**config.mk**
```make
export PLATFORM = sky130hd
export DESIGN_NAME = isafid_top
export DESIGN_NICKNAME = d
export VERILOG_FILES = /design/src/hw/isafid_pkg.sv /design/src/hw/isafid_cipher_latch.sv /design/src/hw/isafid_field.sv /design/src/hw/isafid_top.sv
export SDC_FILE = /design/constraint.sdc
export NUM_CORES = 1
export LEC_CHECK = 0
export BUFFER_PORTS_ARGS = -buffer_cell sky130_fd_sc_hd__buf_2
export CAP_MARGIN = 20
export CORE_UTILIZATION = 37
export DETAILED_ROUTE_END_ITERATION = 10
export GPL_ROUTABILITY_DRIVEN = 0
export PLACE_DENSITY = 0.86
export SYNTH_ARGS = -nofsm -noshare
export SYNTH_HDL_FRONTEND = slang
export SYNTH_SLANG_ARGS = --single-unit
```
**constraint.sdc**
```tcl
create_clock -name CLOCK -period 1.3 [get_ports CLOCK]
set_input_delay 0.065 -clock CLOCK [delete_from_list [all_inputs] [get_ports CLOCK]]
set_output_delay 0.065 -clock CLOCK [all_outputs]
set_load 0.02 [all_outputs]
```
**src/hw/isafid_pkg.sv**
```systemverilog
package isafid_pkg;

	localparam int FIELD_W = 4;
	localparam int REG_W   = 64;

	// field positions (low bit)
	localparam int POS_RANDOM      = 60;
	localparam int POS_TRANSLATION = 56;
	localparam int POS_FLAG_MANIP  = 52;
	localparam int POS_HALF_FUSED  = 48;
	localparam int POS_DOT_PRODUCT = 44;
	localparam int POS_NAT_CIPHER  = 40;
	localparam int POS_NAT_HASH    = 36;
	localparam int POS_HASH_GEN3   = 32;
	localparam int POS_ROUND_MAC   = 28;
	localparam int POS_TRANS_MEM   = 24;
	localparam int POS_ATOMIC      = 20;
	localparam int POS_CHECKSUM    = 16;
	localparam int POS_HASH_GEN2   = 12;
	localparam int POS_HASH_GEN1   = 8;
	localparam int POS_BLOCK_CIPH  = 4;

	// field values
	localparam logic [3:0] VAL_RANDOM      = 4'h0;
	localparam logic [3:0] VAL_TRANSLATION = 4'h2;
	localparam logic [3:0] VAL_FLAG_MANIP  = 4'h2;
	localparam logic [3:0] VAL_HALF_FUSED  = 4'h1;
	localparam logic [3:0] VAL_DOT_PRODUCT = 4'h1;
	localparam logic [3:0] VAL_NAT_CIPHER  = 4'h1;
	localparam logic [3:0] VAL_NAT_HASH    = 4'h1;
	localparam logic [3:0] VAL_HASH_GEN3   = 4'h1;
	localparam logic [3:0] VAL_ROUND_MAC   = 4'h1;
	localparam logic [3:0] VAL_TRANS_MEM   = 4'h0;
	localparam logic [3:0] VAL_ATOMIC      = 4'h2;
	localparam logic [3:0] VAL_CHECKSUM    = 4'h1;
	localparam logic [3:0] VAL_HASH_GEN2   = 4'h2;
	localparam logic [3:0] VAL_HASH_GEN1   = 4'h1;
	localparam logic [3:0] VAL_BLOCK_CIPH  = 4'h2;
	localparam logic [3:0] VAL_ABSENT      = 4'h0;

	// register select encoding
	localparam logic [1:0] ENC_OP0 = 2'h3;
	localparam logic [2:0] ENC_OP1 = 3'h0;
	localparam logic [3:0] ENC_CRN = 4'h0;
	localparam logic [3:0] ENC_CRM = 4'h6;
	localparam logic [2:0] ENC_OP2 = 3'h0;

	localparam logic [5:0] TRAP_CLASS = 6'h18;

	localparam logic [1:0] LVL_0 = 2'h0;
	localparam logic [1:0] LVL_1 = 2'h1;
	localparam logic [1:0] LVL_2 = 2'h2;

	typedef struct packed {
		logic [1:0] op0;
		logic [2:0] op1;
		logic [3:0] crn;
		logic [3:0] crm;
		logic [2:0] op2;
	} isafid_enc_t;

	typedef struct packed {
		logic       valid;
		isafid_enc_t enc;
		logic [1:0] current_exception_level;
		logic       lvl2_enabled;
		logic       hyp_trap_general_ctrl;
		logic       hyp_trap_id_group3_ctrl;
	} isafid_req_t;

	typedef struct packed {
		logic       done;
		logic       hit;
		logic       trap;
		logic [1:0] trap_level;
		logic [5:0] trap_class;
		logic [63:0] data;
	} isafid_rsp_t;

endpackage : isafid_pkg

```
**src/hw/isafid_cipher_latch.sv**
```systemverilog
`timescale 1ns/100ps
// catches the implemented flag once, at the first cycle after reset release
module isafid_cipher_latch (
	input  wire logic CLOCK,
	input  wire logic SRST,
	input  wire logic build_param,
	input  wire logic disable_in,
	output logic      present
);
	typedef struct packed {
		logic armed;
		logic present;
	} isafid_latch_st_t;

	isafid_latch_st_t st_ff;
	isafid_latch_st_t nxt_st;

	always_comb begin
		nxt_st = st_ff;
		if (SRST) begin
			nxt_st.armed   = 1'b1;
			nxt_st.present = 1'b0;
		end else if (st_ff.armed) begin
			// disable is sampled while reset is being released
			nxt_st.armed   = 1'b0;
			nxt_st.present = build_param & ~disable_in;
		end
	end

	always_ff @(posedge CLOCK) begin
		st_ff <= nxt_st;
	end

	assign present = st_ff.present;
endmodule : isafid_cipher_latch

```
**src/hw/isafid_field.sv**
```systemverilog
`timescale 1ns/100ps
// one cipher_ext_build_param-dependent nibble: full value when enabled, zero otherwise
module isafid_field #(
	parameter logic [3:0] ENABLED_VAL = 4'h0
) (
	input  wire logic       enable,
	output logic [3:0]      value
);
	assign value = enable ? ENABLED_VAL : isafid_pkg::VAL_ABSENT;
endmodule : isafid_field

```
**src/hw/isafid_top.sv**
```systemverilog
`timescale 1ns/100ps
//////////////////////////////////////////////////////////////////////////////
// Contract
// 64-bit read-only register reports implemented instruction groups
// bits 63:60 random number field read zero
// bits 59:56 translation maintenance field read 2
// bits 55:52 flag manipulation field read 2
// bits 51:48 half fused multiply long field read 1
// bits 47:44 dot product field read 1
// bits 43:40 national cipher read 1 when cipher_ext_build_param enabled, else 0
// bits 39:36 national hash read 1 when cipher_ext_build_param enabled, else 0
// bits 35:32 third generation hash read 1 when enabled, else 0
// bits 31:28 rounding multiply accumulate field read 1
// bits 27:24 transactional memory field read 0
// at levels 1 and 2 transactional field reads zero, writes ignored
// bits 23:20 atomic field read 2
// bits 19:16 checksum field read 1
// bits 15:12 second generation hash read 2 when enabled, else 0
// bits 11:8 first generation hash read 1 when enabled, else 0
// bits 7:4 block cipher read 2 when enabled, else 0; 3:0 zero
// cipher_ext_build_param present only if build parameter true and disable low at reset
// selected by encoding op0 3, op1 0, CRn 0, CRm 6, op2 0
// level 0 read traps class 0x18 to 2 if general trap, else 1
// level 1 read traps to 2 when group3 trap set and level 2 on
// level 2 or 3 read always returns full value
// system asserts disable for the whole cluster to turn cipher_ext_build_param off
// cipher_ext_build_param fields captured at reset and held until next reset
module isafid_top #(
	parameter bit CIPHER_EXT_BUILD_PARAM = 1'b1
) (
	input  wire logic                 CLOCK,
	input  wire logic                 SRST,
	input  wire logic                 CIPHER_EXT_DISABLE_IN,
	input  wire isafid_pkg::isafid_req_t REQ,
	output isafid_pkg::isafid_rsp_t   RSP
);
	typedef struct packed {
		isafid_pkg::isafid_rsp_t rsp;
	} isafid_st_t;

	isafid_st_t st_ff;
	isafid_st_t nxt_st;

	logic        cipher_on;
	logic [3:0]  nat_cipher_v;
	logic [3:0]  nat_hash_v;
	logic [3:0]  hash3_v;
	logic [3:0]  hash2_v;
	logic [3:0]  hash1_v;
	logic [3:0]  block_v;
	logic [63:0] reg_value;
	logic        sel;

	//////////////////////////////////////////////////////////////////////////
	// cipher_ext_build_param presence, frozen after reset so a late disable edge has no effect
	isafid_cipher_latch u_latch (
		.CLOCK       (CLOCK),
		.SRST        (SRST),
		.build_param (CIPHER_EXT_BUILD_PARAM),
		.disable_in  (CIPHER_EXT_DISABLE_IN),
		.present     (cipher_on)
	);

	isafid_field #(.ENABLED_VAL(isafid_pkg::VAL_NAT_CIPHER)) u_f_ncip (
		.enable (cipher_on),
		.value  (nat_cipher_v)
	);
	isafid_field #(.ENABLED_VAL(isafid_pkg::VAL_NAT_HASH)) u_f_nhash (
		.enable (cipher_on),
		.value  (nat_hash_v)
	);
	isafid_field #(.ENABLED_VAL(isafid_pkg::VAL_HASH_GEN3)) u_f_h3 (
		.enable (cipher_on),
		.value  (hash3_v)
	);
	isafid_field #(.ENABLED_VAL(isafid_pkg::VAL_HASH_GEN2)) u_f_h2 (
		.enable (cipher_on),
		.value  (hash2_v)
	);
	isafid_field #(.ENABLED_VAL(isafid_pkg::VAL_HASH_GEN1)) u_f_h1 (
		.enable (cipher_on),
		.value  (hash1_v)
	);
	isafid_field #(.ENABLED_VAL(isafid_pkg::VAL_BLOCK_CIPH)) u_f_blk (
		.enable (cipher_on),
		.value  (block_v)
	);

	//////////////////////////////////////////////////////////////////////////
	// register image; no write path exists, so the register is read-only
	always_comb begin
		reg_value = '0;
		reg_value[isafid_pkg::POS_RANDOM +: 4]      = isafid_pkg::VAL_RANDOM;
		reg_value[isafid_pkg::POS_TRANSLATION +: 4] = isafid_pkg::VAL_TRANSLATION;
		reg_value[isafid_pkg::POS_FLAG_MANIP +: 4]  = isafid_pkg::VAL_FLAG_MANIP;
		reg_value[isafid_pkg::POS_HALF_FUSED +: 4]  = isafid_pkg::VAL_HALF_FUSED;
		reg_value[isafid_pkg::POS_DOT_PRODUCT +: 4] = isafid_pkg::VAL_DOT_PRODUCT;
		reg_value[isafid_pkg::POS_NAT_CIPHER +: 4]  = nat_cipher_v;
		reg_value[isafid_pkg::POS_NAT_HASH +: 4]    = nat_hash_v;
		reg_value[isafid_pkg::POS_HASH_GEN3 +: 4]   = hash3_v;
		reg_value[isafid_pkg::POS_ROUND_MAC +: 4]   = isafid_pkg::VAL_ROUND_MAC;
		reg_value[isafid_pkg::POS_TRANS_MEM +: 4]   = isafid_pkg::VAL_TRANS_MEM;
		reg_value[isafid_pkg::POS_ATOMIC +: 4]      = isafid_pkg::VAL_ATOMIC;
		reg_value[isafid_pkg::POS_CHECKSUM +: 4]    = isafid_pkg::VAL_CHECKSUM;
		reg_value[isafid_pkg::POS_HASH_GEN2 +: 4]   = hash2_v;
		reg_value[isafid_pkg::POS_HASH_GEN1 +: 4]   = hash1_v;
		reg_value[isafid_pkg::POS_BLOCK_CIPH +: 4]  = block_v;
		// levels 1 and 2 see zero in this field anyway; kept explicit
		if (REQ.current_exception_level == isafid_pkg::LVL_1 ||
		    REQ.current_exception_level == isafid_pkg::LVL_2) begin
			reg_value[isafid_pkg::POS_TRANS_MEM +: 4] = 4'h0;
		end
	end

	assign sel = REQ.enc.op0 == isafid_pkg::ENC_OP0 &&
	             REQ.enc.op1 == isafid_pkg::ENC_OP1 &&
	             REQ.enc.crn == isafid_pkg::ENC_CRN &&
	             REQ.enc.crm == isafid_pkg::ENC_CRM &&
	             REQ.enc.op2 == isafid_pkg::ENC_OP2;

	//////////////////////////////////////////////////////////////////////////
	// access check, answer one cycle after the request
	always_comb begin
		nxt_st = st_ff;
		nxt_st.rsp = '0;
		if (SRST) begin
			nxt_st.rsp = '0;
		end else if (REQ.valid) begin
			nxt_st.rsp.done = 1'b1;
			nxt_st.rsp.hit  = sel;
			if (sel) begin
				case (REQ.current_exception_level)
					isafid_pkg::LVL_0: begin
						nxt_st.rsp.trap       = 1'b1;
						nxt_st.rsp.trap_class = isafid_pkg::TRAP_CLASS;
						nxt_st.rsp.trap_level =
							(REQ.lvl2_enabled && REQ.hyp_trap_general_ctrl) ?
							isafid_pkg::LVL_2 : isafid_pkg::LVL_1;
					end
					isafid_pkg::LVL_1: begin
						if (REQ.lvl2_enabled && REQ.hyp_trap_id_group3_ctrl) begin
							nxt_st.rsp.trap       = 1'b1;
							nxt_st.rsp.trap_class = isafid_pkg::TRAP_CLASS;
							nxt_st.rsp.trap_level = isafid_pkg::LVL_2;
						end else begin
							nxt_st.rsp.data = reg_value;
						end
					end
					default: begin
						nxt_st.rsp.data = reg_value;
					end
				endcase
			end
		end
	end

	always_ff @(posedge CLOCK) begin
		st_ff <= nxt_st;
	end

	assign RSP = st_ff.rsp;
endmodule : isafid_top

```
# Word-level counts from Yosys, hierarchy flattened
# Index checks and enable logic that the tools add are counted.
# word_totals
ff_bits	77
latchBits	0
ramBits	0
rom_bits	0
out_inout_bits	75
mem_count	0
# classes
addsub	0
mul	0
n_div	0
order_cmp	0
eq_ne	3
shifts	0
mux	9
n_bitwise	3
reduce_logical	12
# op_table
cell	count
58-bit one-hot mux with 2 select lines	1
75-bit 2-to-1 mux	1
73-bit 2-to-1 mux	1
58-bit 2-to-1 mux	1
9-bit one-hot mux with 2 select lines	1
9-bit 2-to-1 mux	1
1-bit logical AND	6
3-bit zero test	2
4-bit by 3-bit equality test with 1-bit output (second input constant)	1
4-bit zero test	1
2-bit 2-to-1 mux	2
1-bit NOT	3
3-bit OR reduction	1
2-bit by 1-bit equality test with 1-bit output (second input constant)	1
2-bit equality test (second input constant)	1
2-bit zero test	1
2-bit OR reduction	1
1-bit 2-to-1 mux	1

# Logic depth before layout (Yosys ltp)
# Gate-level depths: netlist (run 1).
# depth
word_depth	7
mapped_depth	3

# Cells and area by module
# A second synthesis (run 1) with hierarchy kept.
# hier_totals
cells_unflattened	187
area_unflattened_um2	1870.5
# by_module_without_submodules
mod	instances	cells_each	area_per_inst_um2	seq_area_each_um2
isafid_top	1	152	1605.3	600.6
isafid_field	6	5	33.8	0.0
isafid_cipher_latch	1	5	62.6	40.0

# Least setup slack after synthesis (run 1)
# OpenSTA, ideal clock, no wires.
# synth_timing
path_type	in2reg
startpoint	in REQ[17] (netlist bit)
endpoint	reg st_ff (netlist bit RSP[67])
setup_ps	100
t_arrival_ps	779
required_ps	1200
path_slack_ps	422
stages	3
path_buffers	0
cell_sequence	nor4b_4 -> nand2_2 -> a2111oi_4
# synth_via
elab_chain_cells	7
# synth_lines
element	line	text
start: declaration	isafid_top.sv:34	input wire isafid_pkg::isafid_req_t REQ,
3-bit zero test	isafid_top.sv:116	REQ.enc.op1 == isafid_pkg::ENC_OP1 &&
1-bit logical AND	isafid_top.sv:115	assign sel = REQ.enc.op0 == isafid_pkg::ENC_OP0 &&
1-bit logical AND	isafid_top.sv:116	
1-bit logical AND	isafid_top.sv:117	REQ.enc.crn == isafid_pkg::ENC_CRN &&
1-bit logical AND	isafid_top.sv:118	REQ.enc.crm == isafid_pkg::ENC_CRM &&
1-bit NOT (no source line)	n/a	
3-bit OR reduction (no source line)	n/a	
end signal: assignment	isafid_top.sv:158	st_ff <= nxt_st;
end: declaration	isafid_top.sv:41	isafid_st_t st_ff;
# Every way passes these cells.
# A chain may end at the register's enable or synchronous reset.

# Worst setup path in the final report (run 1)
# layout_timing
startpoint	in SRST
endpoint	reg st_ff (netlist bit RSP[67])
# layout_via
elab_chain_cells	1
# layout_lines
element	line	text
start: declaration	isafid_top.sv:32	input wire logic SRST,
3-bit OR reduction (no source line)	n/a	
# Every way passes these cells.

==> impl_results.rst, run 1 <==
.. list-table::
   :header-rows: 1

   * - Metric
     - Value
   * - Max-slew violation total from the final report
     - 0
   * - Number of placed I/O pins
     - 100
   * - Synthesis warning total
     - 0
   * - DRT antenna net count
     - 0
   * - Worst Hold Class
     - primary input to register
   * - Proportion of total power due to net switching
     - a little under two fifths
   * - Worst endpoint required time
     - 1.46 ns
   * - Total global routing track utilization
     - between 8 and 9%
   * - Final setup skew
     - between 0.002 and 0.003 ns
   * - Postcts setup bufs
     - 0
   * - Share of power burned in registers
     - about two fifths
   * - Clock Path Buffers
     - 2
   * - Min Clock Period, post-route
     - around 1.2 ns
   * - Fraction of layout instances using a drive strength above 1
     - between 40% and 50%
   * - Total gr overflow
     - 0
   * - Synth Cell Area
     - slightly above 900 sq um
   * - Share of synthesized area occupied by flip-flops and latches
     - 19.4%
   * - CTS tree
     - yes
   * - Max Fanout on Critical Path
     - 5
   * - Smallest setup slack after layout
     - between 0.09 and 0.1 ns
   * - CTS Root Buffer Type
     - sky130_fd_sc_hd__clkbuf_4
   * - Via count of the first global-routing pass
     - about 450
   * - Area added between synthesis and finish
     - -0.404%
   * - Average instance area after synthesis
     - 9.38 sq um
   * - DRC Markers
     - 0
   * - Floorplan row count
     - 17
   * - Fill cells
     - around 230
   * - CTS buffer count
     - 3
   * - Data arrival at the endpoint of the critical path
     - approximately 1.4 ns
   * - Setup Total Neg Slack
     - 0 ns
   * - Core area
     - 2300 sq um
   * - Fraction of power consumed by the clock network
     - slightly below 30%
   * - Half-perimeter wire length after placement
     - between 1000 and 1500 um
   * - X dimension of the die
     - roughly 52 um
   * - FF+latch count, synth
     - 9
   * - Hold_ws
     - approximately 0.039 ns
   * - Outcome
     - finished, final reports clean
   * - Wire length of the first global-routing pass
     - approximately 1700 um
   * - Via-to-Cell Ratio
     - ~3.5
   * - Power density of the placed cells
     - a little under 800 nW/um^2
   * - Initial antenna violation count
     - 0
   * - Final antenna diode count
     - 0
   * - Maximum resistive drop on vdd
     - about 0.66 mV
   * - Number of maximum-capacitance violations
     - 0
   * - WS Path Type
     - primary input to register
   * - Area of the die
     - ~2700 sq um
   * - Count of unique library cells instantiated by Yosys
     - 18
   * - Max Clk Rate
     - 831 MHz
   * - Cell count after synthesis
     - 99
   * - CP Capture Type
     - register
   * - Period Utilization, post-route
     - between 90% and 100%
   * - Static power due to leakage
     - 0.000535 uW
   * - Post-placement worst setup slack
     - approximately 0.24 ns
   * - Pint
     - between 400 and 500 uW
   * - Clock network latency to the later pin of the worst-skew pair
     - around 0.25 ns
   * - Pin count of the biggest net entering global routing
     - 8
   * - Most common cell after layout, fill and taps aside
     - sky130_fd_sc_hd__conb_1
   * - Logic pwr share
     - between 30% and 40%
   * - Clock slew seen by the registers of the worst setup and hold paths
     - ~0.060 ns
   * - Height of the die
     - between 50 and 60 um
   * - Average wire per standard cell
     - between 7 and 8 um
   * - Total via count after detailed routing
     - about 570
   * - TritonCTS Sinks
     - 9
   * - Most used cells in the layout excluding fill and tap cells
     - sky130_fd_sc_hd__conb_1, sky130_fd_sc_hd__buf_2, sky130_fd_sc_hd__dfxtp_1
   * - Startpoint kind of the worst setup timing path
     - primary input
   * - Number of DRC violations after detailed-routing iteration 0
     - 4
   * - Final hold viol count
     - 0
   * - Initial core utilization
     - 40.4%
   * - RSZ-0062 raised after global routing
     - false
   * - Pre-Repair DR Iteration Count
     - 2
   * - Net count reported at finish
     - 161
   * - Final setup fails
     - 0
   * - Sum of routed wire length over all layers
     - between 1000 and 1500 um
   * - CTS H-Tree Depth
     - 1
   * - Number of buffer cells added on primary ports
     - 44
   * - Sw Pwr
     - 277 uW
layer usage:
metal | GRT usage [%] | vias to the layer above | share of wire (%)
li1 | - | 271 | -
met1 | 7.21 | 250 | 29
met2 | 18.8 | 49 | 60
met3 | 1.75 | 2 | 9.1
met4 | 2.70 | 0 | 0.97
met5 | 0 | - | 0
registers in the layout (all words and copies together), names as in the netlist:
name             cells
RSP                  7
u_latch.present      1
u_latch.st_ff        1
logic make-up after synthesis:
| group | count (synthesis) | share of synthesized area, % |
|---|---|---|
| AOI/OAI and AO/OA | 4 | 5.26 |
| other | 1 | 0.404 |
| muxes | 1 | 1.08 |
| DFF | 9 | 19.4 |
| and+or+nand+nor | 16 | 18.9 |
| buffers and inverters | 68 | 55.0 |
metrics by stage:
| step | instances | total power, uW | utilization (%) | cell area [sq um] |
|---|---|---|---|---|
| after floorplan | 153 | 583 | - | 1130 |
| after global routing | 163 | 772 | 40.3 | 925 |
| after global placement | 157 | 509 | 38.1 | 876 |
| final | 163 | 724 | 40.3 | 925 |
| after detailed placement | 157 | 512 | 38.1 | 876 |
| after CTS | 163 | 728 | 40.1 | 922 |
what timing repair did:
| item | 4_1_cts | 5_1_grt |
|---|---|---|
| endpoints found under the hold margin | 2 | 0 |
| hold buffers | 2 | 0 |
| setup endpoints to repair | 0 | 1 |
| gates resized for setup | 0 | 1 |
cell type report:
| cell class | instances | area, sq um | share of cell area (%) |
|---|---|---|---|
| Tap cell | 28 | 35.0 | 3.79 |
| Clock buffer | 4 | 26.3 | 2.84 |
| Multi-Input combinational cell | 76 | 443 | 47.9 |
| Timing Repair Buffer | 46 | 240 | 26.0 |
| Sequential cell | 9 | 180 | 19.5 |
power groups by stage:
stage	Combinational, uW	Clock, uW	Sequential [uW]
floorplan	291	0	291
CTS	227	217	283
global placement	219	0	290
detailed placement	222	0	290
global route	249	239	284
finish	230	211	283
critical path, cell delays in order:
cell                            delay (ns)
sky130_fd_sc_hd__dlygate4sd3_1        0.53
sky130_fd_sc_hd__buf_2                0.14
sky130_fd_sc_hd__nor2b_2              0.16
sky130_fd_sc_hd__nand2_2              0.13
sky130_fd_sc_hd__a2111oi_4            0.33
cell usage after synthesis:
cell type                   instances  share of area, %
sky130_fd_sc_hd__buf_4             68                55
sky130_fd_sc_hd__dfxtp_1            9                19
sky130_fd_sc_hd__nor4b_4            4                10
sky130_fd_sc_hd__nor3_1             3               1.6
sky130_fd_sc_hd__nor2_1             2              0.81
sky130_fd_sc_hd__a2111oi_4          1               3.0
sky130_fd_sc_hd__a211o_1            1              0.94
sky130_fd_sc_hd__a211oi_1           1              0.81
sky130_fd_sc_hd__a21oi_1            1              0.54
sky130_fd_sc_hd__conb_1             1              0.40
sky130_fd_sc_hd__mux2i_1            1               1.1
sky130_fd_sc_hd__nand2_1            1              0.40
sky130_fd_sc_hd__nand2_2            1              0.67
sky130_fd_sc_hd__nand2b_1           1              0.67
sky130_fd_sc_hd__nand3_1            1              0.54
sky130_fd_sc_hd__nand3_4            1               1.9
sky130_fd_sc_hd__nor2b_1            1              0.67
sky130_fd_sc_hd__nor4_2             1               1.3
worst paths after layout:
check,slack [ns],startpoint,cells after the start,endpoint
max,0.1,SRST,5,RSP[67]
min,0.04,REQ[4],2,RSP[67]
max reg2reg,0.64,u_latch.present,2,u_latch.present
min reg2reg,0.44,u_latch.st_ff[1],1,u_latch.present
Power figures use the tool's default switching activity.
==> run 2, diff against run 1 <==
--- a/config.mk
+++ b/config.mk
@@ -7,6 +7,7 @@
 export LEC_CHECK = 0
 export BUFFER_PORTS_ARGS = -buffer_cell sky130_fd_sc_hd__buf_2
 export CAP_MARGIN = 20
+export CORE_ASPECT_RATIO = 1.25
 export CORE_UTILIZATION = 37
 export DETAILED_ROUTE_END_ITERATION = 10
 export GPL_ROUTABILITY_DRIVEN = 0
==> run 2 against run 1 <==
Compared with the run above: sequential cell count unchanged; first-iteration DRC count increased by 50%; core utilization increased by 0.43 points; largest cell class unchanged; register-to-register slack about the same; sequential power about the same; largest power group unchanged.
==> impl_results.rst, run 2 (synthesis gave the netlist of run 1 again) <==
.. list-table::
   :header-rows: 1

   * - Metric
     - Value
   * - Slowest cell on crit path
     - sky130_fd_sc_hd__dlygate4sd3_1
   * - Pre-Repair DR Iteration Count
     - 4 (+2)
   * - Static power due to leakage
     - 0.000535 uW (unchanged)
   * - RSZ-0062 raised after global routing
     - false
   * - Max Fanout on Critical Path
     - 5 (unchanged)
   * - CTS Root Buffer Type
     - sky130_fd_sc_hd__clkbuf_4
   * - Clock Path Buffers
     - 2 (unchanged)
   * - Final setup skew
     - 0.00333 ns (+0.000342 ns)
   * - Clock network latency to the later pin of the worst-skew pair
     - 0.26 ns (about the same)
   * - CP Capture Type
     - register
   * - Height of the die
     - 58.0 um (+11%)
   * - Period Utilization, post-route
     - 91.1% (-1.4 points)
   * - Floorplan row count
     - 19 (+2)
   * - Final hold viol count
     - 0 (unchanged)
   * - Max-slew violation total from the final report
     - 0 (unchanged)
   * - # placed instances
     - 160 (+1.9%)
   * - Wire length of the first global-routing pass
     - 1710 um (-0.41%)
   * - Most used cells in the layout excluding fill and tap cells
     - sky130_fd_sc_hd__conb_1, sky130_fd_sc_hd__buf_2, sky130_fd_sc_hd__dfxtp_1
   * - Number of buffer cells added on primary ports
     - 44 (unchanged)
   * - Worst Hold Class
     - primary input to register
   * - Half-perimeter wire length after placement
     - 1080 um (-3.6%)
   * - Number of placed I/O pins
     - 100 (unchanged)
   * - Max Clk Rate
     - 844 MHz (+1.5%)
   * - Area added between synthesis and finish
     - 0%
   * - Clock slew seen by the registers of the worst setup and hold paths
     - 0.06 ns (about the same)
   * - Fraction of layout instances using a drive strength above 1
     - 41.5% (unchanged)
   * - Final antenna diode count
     - 0 (unchanged)
   * - Average wire per standard cell
     - 7.19 um (-4.9%)
   * - Crit path largest cell delay
     - 0.53 ns (about the same)
   * - Maximum resistive drop on vdd
     - 0.773 mV (+17%)
   * - CTS buffer count
     - 3 (unchanged)
   * - Worst path top cell family by delay
     - buffers and inverters
   * - CTS H-Tree Depth
     - 1 (unchanged)
   * - Area of the die
     - 2710 sq um (about the same)
   * - Startpoint kind of the worst setup timing path
     - primary input
   * - Initial core utilization
     - 40.7% (+0.27 points)
   * - Initial antenna violation count
     - 0 (unchanged)
   * - Total gr overflow
     - 0 (unchanged)
   * - WS Path Type
     - primary input to register
   * - Data arrival at the endpoint of the critical path
     - 1.35 ns (about the same)
   * - Pin count of the biggest net entering global routing
     - 8 (unchanged)
   * - TritonCTS Sinks
     - 9 (unchanged)
   * - Power density of the placed cells
     - 783 nW/um^2 (about the same)
   * - Total via count after detailed routing
     - 591 (+3.3%)
   * - Final setup fails
     - 0 (unchanged)
   * - Via count of the first global-routing pass
     - 487 (+7.3%)
   * - Final Non-Filler Cells
     - 166 (+1.8%)
   * - Number of maximum-capacitance violations
     - 0 (unchanged)
   * - Total global routing track utilization
     - 8.49% (-0.091 points)
   * - Outcome
     - finished, final reports clean
   * - Fill cells
     - 233 (unchanged)
   * - DRT antenna net count
     - 0 (unchanged)
   * - CTS tree
     - yes
   * - Sum of routed wire length over all layers
     - 1190 um (-3.2%)
   * - Net count reported at finish
     - 161 (unchanged)
   * - Min Clock Period, post-route
     - 1.18 ns (-0.0180 ns)
   * - DRC Markers
     - 0 (unchanged)
   * - Number of flip-flops under the largest register name
     - 7 (unchanged)
   * - Most common cell after layout, fill and taps aside
     - sky130_fd_sc_hd__conb_1
   * - Setup Total Neg Slack
     - 0 ns (unchanged)
   * - Number of buffer and inverter stages on the critical path
     - 2 (unchanged)
   * - Core area
     - 2280 sq um (-0.65%)
   * - Number of DRC violations after detailed-routing iteration 0
     - 6 (+2)
   * - Cells traversed along the worst timing path
     - dlygate4sd3_1 -> buf_2 -> nor2b_2 -> nand2_2 -> a2111oi_4
   * - Via-to-Cell Ratio
     - 3.56 (+1.5%)
   * - Worst endpoint required time
     - 1.46 ns (about the same)
   * - X dimension of the die
     - 46.8 um (-10%)
run 2: cell counts in the layout (fill, tap and decap cells not counted):
No cell type changed its count.
run 2: power by group:
| group | leakage (uW) | switching [uW] | internal (uW) |
|---|---|---|---|
| Combinational | 0.000447 | 180 | 48.5 |
| Sequential | 0.0000734 | 2.42 | 281 |
| Clock | 0.0000150 | 96.6 | 118 |
| Total | 0.000535 | 279 | 448 |
run 2: cell type report:
type / instances / area, sq um / area share (%)
flip-flops and latches: 9 / 180 / 19.4
well taps: 31 / 38.8 / 4.18
clock buffers: 4 / 26.3 / 2.83
multi-input cells: 76 / 443 / 47.7
repair buffers: 46 / 240 / 25.9
run 2: worst paths after layout:
kind                    start  slack [ns]         endpoint  cells after the start
max                      SRST        0.12          RSP[67]                      5
min                    REQ[4]        0.03          RSP[67]                      2
max reg2reg  u_latch.st_ff[1]        0.64  u_latch.present                      2
min reg2reg  u_latch.st_ff[1]        0.46  u_latch.present                      1
run 2: through the flow:
step,total power [uW],setup slack (ns),hold slack (ns),util [%],area [sq um]
2_1_floorplan,583,0.422,0.0927,-,1130
3_3_place_gp,508,0.271,0.198,38.5,880
3_5_place_dp,511,0.234,0.207,38.5,880
4_1_cts,724,0.0370,0.0309,40.6,926
5_1_grt,760,0.0457,0.0406,40.7,928
6_report,727,0.115,0.0333,40.7,928
run 2: worst register-to-register path, cell delays in order, from the launching register on:
cell,delay (ns)
sky130_fd_sc_hd__dfxtp_1,0.34
sky130_fd_sc_hd__nor2_1,0.05
sky130_fd_sc_hd__a211oi_1,0.19
run 2: what timing repair did:
item / CTS / global route
setup endpoints to repair: 0 / 1
resized for setup: 0 / 1
hold endpoints to repair: 2 / 0
hold buffers: 2 / 0
buffers inserted: 0 / 0
run 2: layer usage:
layer | global-route usage (%) | vias to the layer above | part of all wire [%]
met3 | 1.87 | 2 | 14
met2 | 17.9 | 63 | 58
met5 | 0 | - | 0
met1 | 6.51 | 257 | 27
met4 | 3.67 | 0 | 1.0
li1 | - | 269 | -
==> run 3, diff against run 2 <==
--- a/config.mk
+++ b/config.mk
@@ -8,10 +8,10 @@
 export BUFFER_PORTS_ARGS = -buffer_cell sky130_fd_sc_hd__buf_2
 export CAP_MARGIN = 20
 export CORE_ASPECT_RATIO = 1.25
-export CORE_UTILIZATION = 37
+export CORE_UTILIZATION = 34
 export DETAILED_ROUTE_END_ITERATION = 10
 export GPL_ROUTABILITY_DRIVEN = 0
-export PLACE_DENSITY = 0.86
+export PLACE_DENSITY = 0.8
 export SYNTH_ARGS = -nofsm -noshare
 export SYNTH_HDL_FRONTEND = slang
 export SYNTH_SLANG_ARGS = --single-unit
==> constraint.sdc (replaced) <==
create_clock -name CLOCK -period 1.14 [get_ports CLOCK]
set_input_delay 0.057 -clock CLOCK [delete_from_list [all_inputs] [get_ports CLOCK]]
set_output_delay 0.057 -clock CLOCK [all_outputs]
set_load 0.02 [all_outputs]
==> run 3 against run 2 <==
Compared with the run above: critical path depth shrank 4; sequential power grew 14%; die area up 8.5%; sequential share of layout area stayed put; non-clock buffer count unchanged; hold slack got worse by 0.025 ns; worst setup slack improved by 0.11 ns; clock skew decreased by 0.00098 ns.
==> impl_results.rst, run 3 (synthesis gave the netlist of run 1 again) <==
.. list-table::
   :header-rows: 1

   * - Metric
     - Value
   * - Net count reported at finish
     - 161 (unchanged)
   * - Wire length of the first global-routing pass
     - 1740 um (+1.6%)
   * - Area added between synthesis and finish
     - 0% (unchanged)
   * - TritonCTS Sinks
     - 9 (unchanged)
   * - Util after Layout
     - 37.1% (-3.6 points)
   * - WS Path Type
     - register to output port
   * - CP Capture Type
     - output port
   * - Startpoint kind of the worst setup timing path
     - register
   * - Initial antenna violation count
     - 0 (unchanged)
   * - Max Fanout on Critical Path
     - 7 (+2)
   * - Post-cts sizing count
     - 0 (unchanged)
   * - RSZ-0062 raised after global routing
     - false
   * - Slowest cell on crit path
     - sky130_fd_sc_hd__dfxtp_1
   * - Pin count of the biggest net entering global routing
     - 8 (unchanged)
   * - Number of placed I/O pins
     - 100 (unchanged)
   * - X dimension of the die
     - 48.7 um (+4.1%)
   * - Via count of the first global-routing pass
     - 444 (-8.8%)
   * - Clock network latency to the later pin of the worst-skew pair
     - 0.25 ns (about the same)
   * - Final setup fails
     - 0 (unchanged)
   * - Hold_ws
     - 0.00789 ns (-0.0254 ns)
   * - Clock slew seen by the registers of the worst setup and hold paths
     - 0.06 ns (about the same)
   * - Crit path largest cell delay
     - 0.40 ns (-0.13 ns)
   * - CTS H-Tree Depth
     - 1 (unchanged)
   * - Number of maximum-capacitance violations
     - 0 (unchanged)
   * - Number of buffer cells added on primary ports
     - 44 (unchanged)
   * - DRT antenna net count
     - 0 (unchanged)
   * - Period Utilization, post-route
     - approximately four fifths
   * - Most common cell after layout, fill and taps aside
     - sky130_fd_sc_hd__conb_1
   * - Maximum resistive drop on vdd
     - 0.637 mV (-18%)
   * - Total via count after detailed routing
     - 569 (-3.7%)
   * - CTS tree
     - yes
   * - Height of the die
     - 60.4 um (+4.2%)
   * - Sum of routed wire length over all layers
     - 1200 um (+0.75%)
   * - DRC Markers
     - 0 (unchanged)
   * - Area of the die
     - 2950 sq um (+8.5%)
   * - Via-to-Cell Ratio
     - 3.39 (-4.9%)
   * - Cells traversed along the worst timing path
     - buf_2
   * - Final antenna diode count
     - 0 (unchanged)
   * - Overall power after layout
     - 825 uW (+13%)
   * - Worst endpoint required time
     - 1.08 ns (-0.38 ns)
   * - Fraction of layout instances using a drive strength above 1
     - 40.7% (-0.74 points)
   * - Number of buffer and inverter stages on the critical path
     - 1 (-1)
   * - Half-perimeter wire length after placement
     - 1050 um (-2.7%)
   * - Final hold viol count
     - 0 (unchanged)
   * - Power density of the placed cells
     - 889 nW/um^2 (+13%)
   * - Min Clock Period, post-route
     - 0.910 ns
   * - Setup Total Neg Slack
     - 0 ns (unchanged)
   * - Worst Hold Class
     - primary input to register
   * - Data arrival at the endpoint of the critical path
     - 0.85 ns (-0.50 ns)
   * - Total global routing track utilization
     - 7.57% (-0.92 points)
   * - Average wire per standard cell
     - 7.16 um (-0.45%)
   * - Area of the multi-input gates
     - 440 sq um (-0.57%)
   * - Outcome
     - finished, final reports clean
   * - CTS Root Buffer Type
     - sky130_fd_sc_hd__clkbuf_4
   * - Number of flip-flops under the largest register name
     - 7 (unchanged)
   * - Most used cells in the layout excluding fill and tap cells
     - sky130_fd_sc_hd__conb_1, sky130_fd_sc_hd__buf_2, sky130_fd_sc_hd__dfxtp_1
   * - Floorplan row count
     - 20 (+1)
   * - Number of DRC violations after detailed-routing iteration 0
     - 5 (-1)
   * - Worst path top cell family by delay
     - flip-flops
   * - Fill cells
     - 277 (+19%)
   * - Max-slew violation total from the final report
     - 0 (unchanged)
   * - Max Clk Rate
     - 1100 MHz
   * - Static power due to leakage
     - 0.000534 uW (-0.19%)
   * - Pre-Repair DR Iteration Count
     - 2 (-2)
   * - Final setup skew
     - 0.00235 ns (-0.000979 ns)
   * - Smallest setup slack after layout
     - 0.230 ns (+0.114 ns)
   * - Post-placement worst setup slack
     - 0.106 ns (-0.128 ns)
   * - Core area
     - 2500 sq um (+9.6%)
   * - Total gr overflow
     - 0 (unchanged)
   * - Clock Path Buffers
     - 2 (unchanged)
   * - Initial core utilization
     - 37.1% (-3.6 points)
   * - Register cell area after layout
     - 180 sq um (unchanged)
   * - CTS buffer count
     - 3 (unchanged)
==> run 3: through the flow <==
step | cells | cell area [sq um]
3_5_place_dp | 162 | 882
4_1_cts | 168 | 928
5_1_grt | 168 | 928
3_3_place_gp | 162 | 882
6_report | 168 | 928
2_1_floorplan | 153 | 1130
==> run 3: report_power, final <==
part	switching (uW)	internal (uW)
logic	205	54.8
registers	2.74	321
clock network	107	135
total	315	510
==> run 3: path summary, 6_finish.rpt <==
path	from	end	slack (ns)	depth (start not counted)
min	SRST	RSP[74]	0.008	2
min reg2reg	u_latch.st_ff[1]	u_latch.present	0.45	1
max	RSP[53]	RSP[44]	0.23	1
max reg2reg	u_latch.st_ff[1]	u_latch.present	0.49	2
==> run 3: worst reg2reg max path: cells and delay by family, from the launching register on <==
| family | cells | cell delay, ns |
|---|---|---|
| and+or+nand+nor | 1 | 0.05 |
| AOI/OAI and AO/OA | 1 | 0.19 |
| DFF | 1 | 0.34 |
==> run 3: routing by layer <==
metal	wire length, um	GRT usage (%)	vias up
met5	0	0	-
li1	-	-	270
met1	357	6.96	250
met3	122	0.752	0
met4	0	3.78	0
met2	723	16.5	49
==> run 3: layout make-up <==
type / instances / area share [%]
multi-input combinational: 76 / 47.4
timing repair buffer: 46 / 25.9
sequential: 9 / 19.4
tap: 33 / 4.45
clock buffer: 4 / 2.83
==> run 3: timing repair <==
action                                  4_1_cts  5_1_grt
endpoints found under the setup margin        0        0
endpoints found under the hold margin         2        0
hold buffers                                  2        0
buffers inserted                              0        0
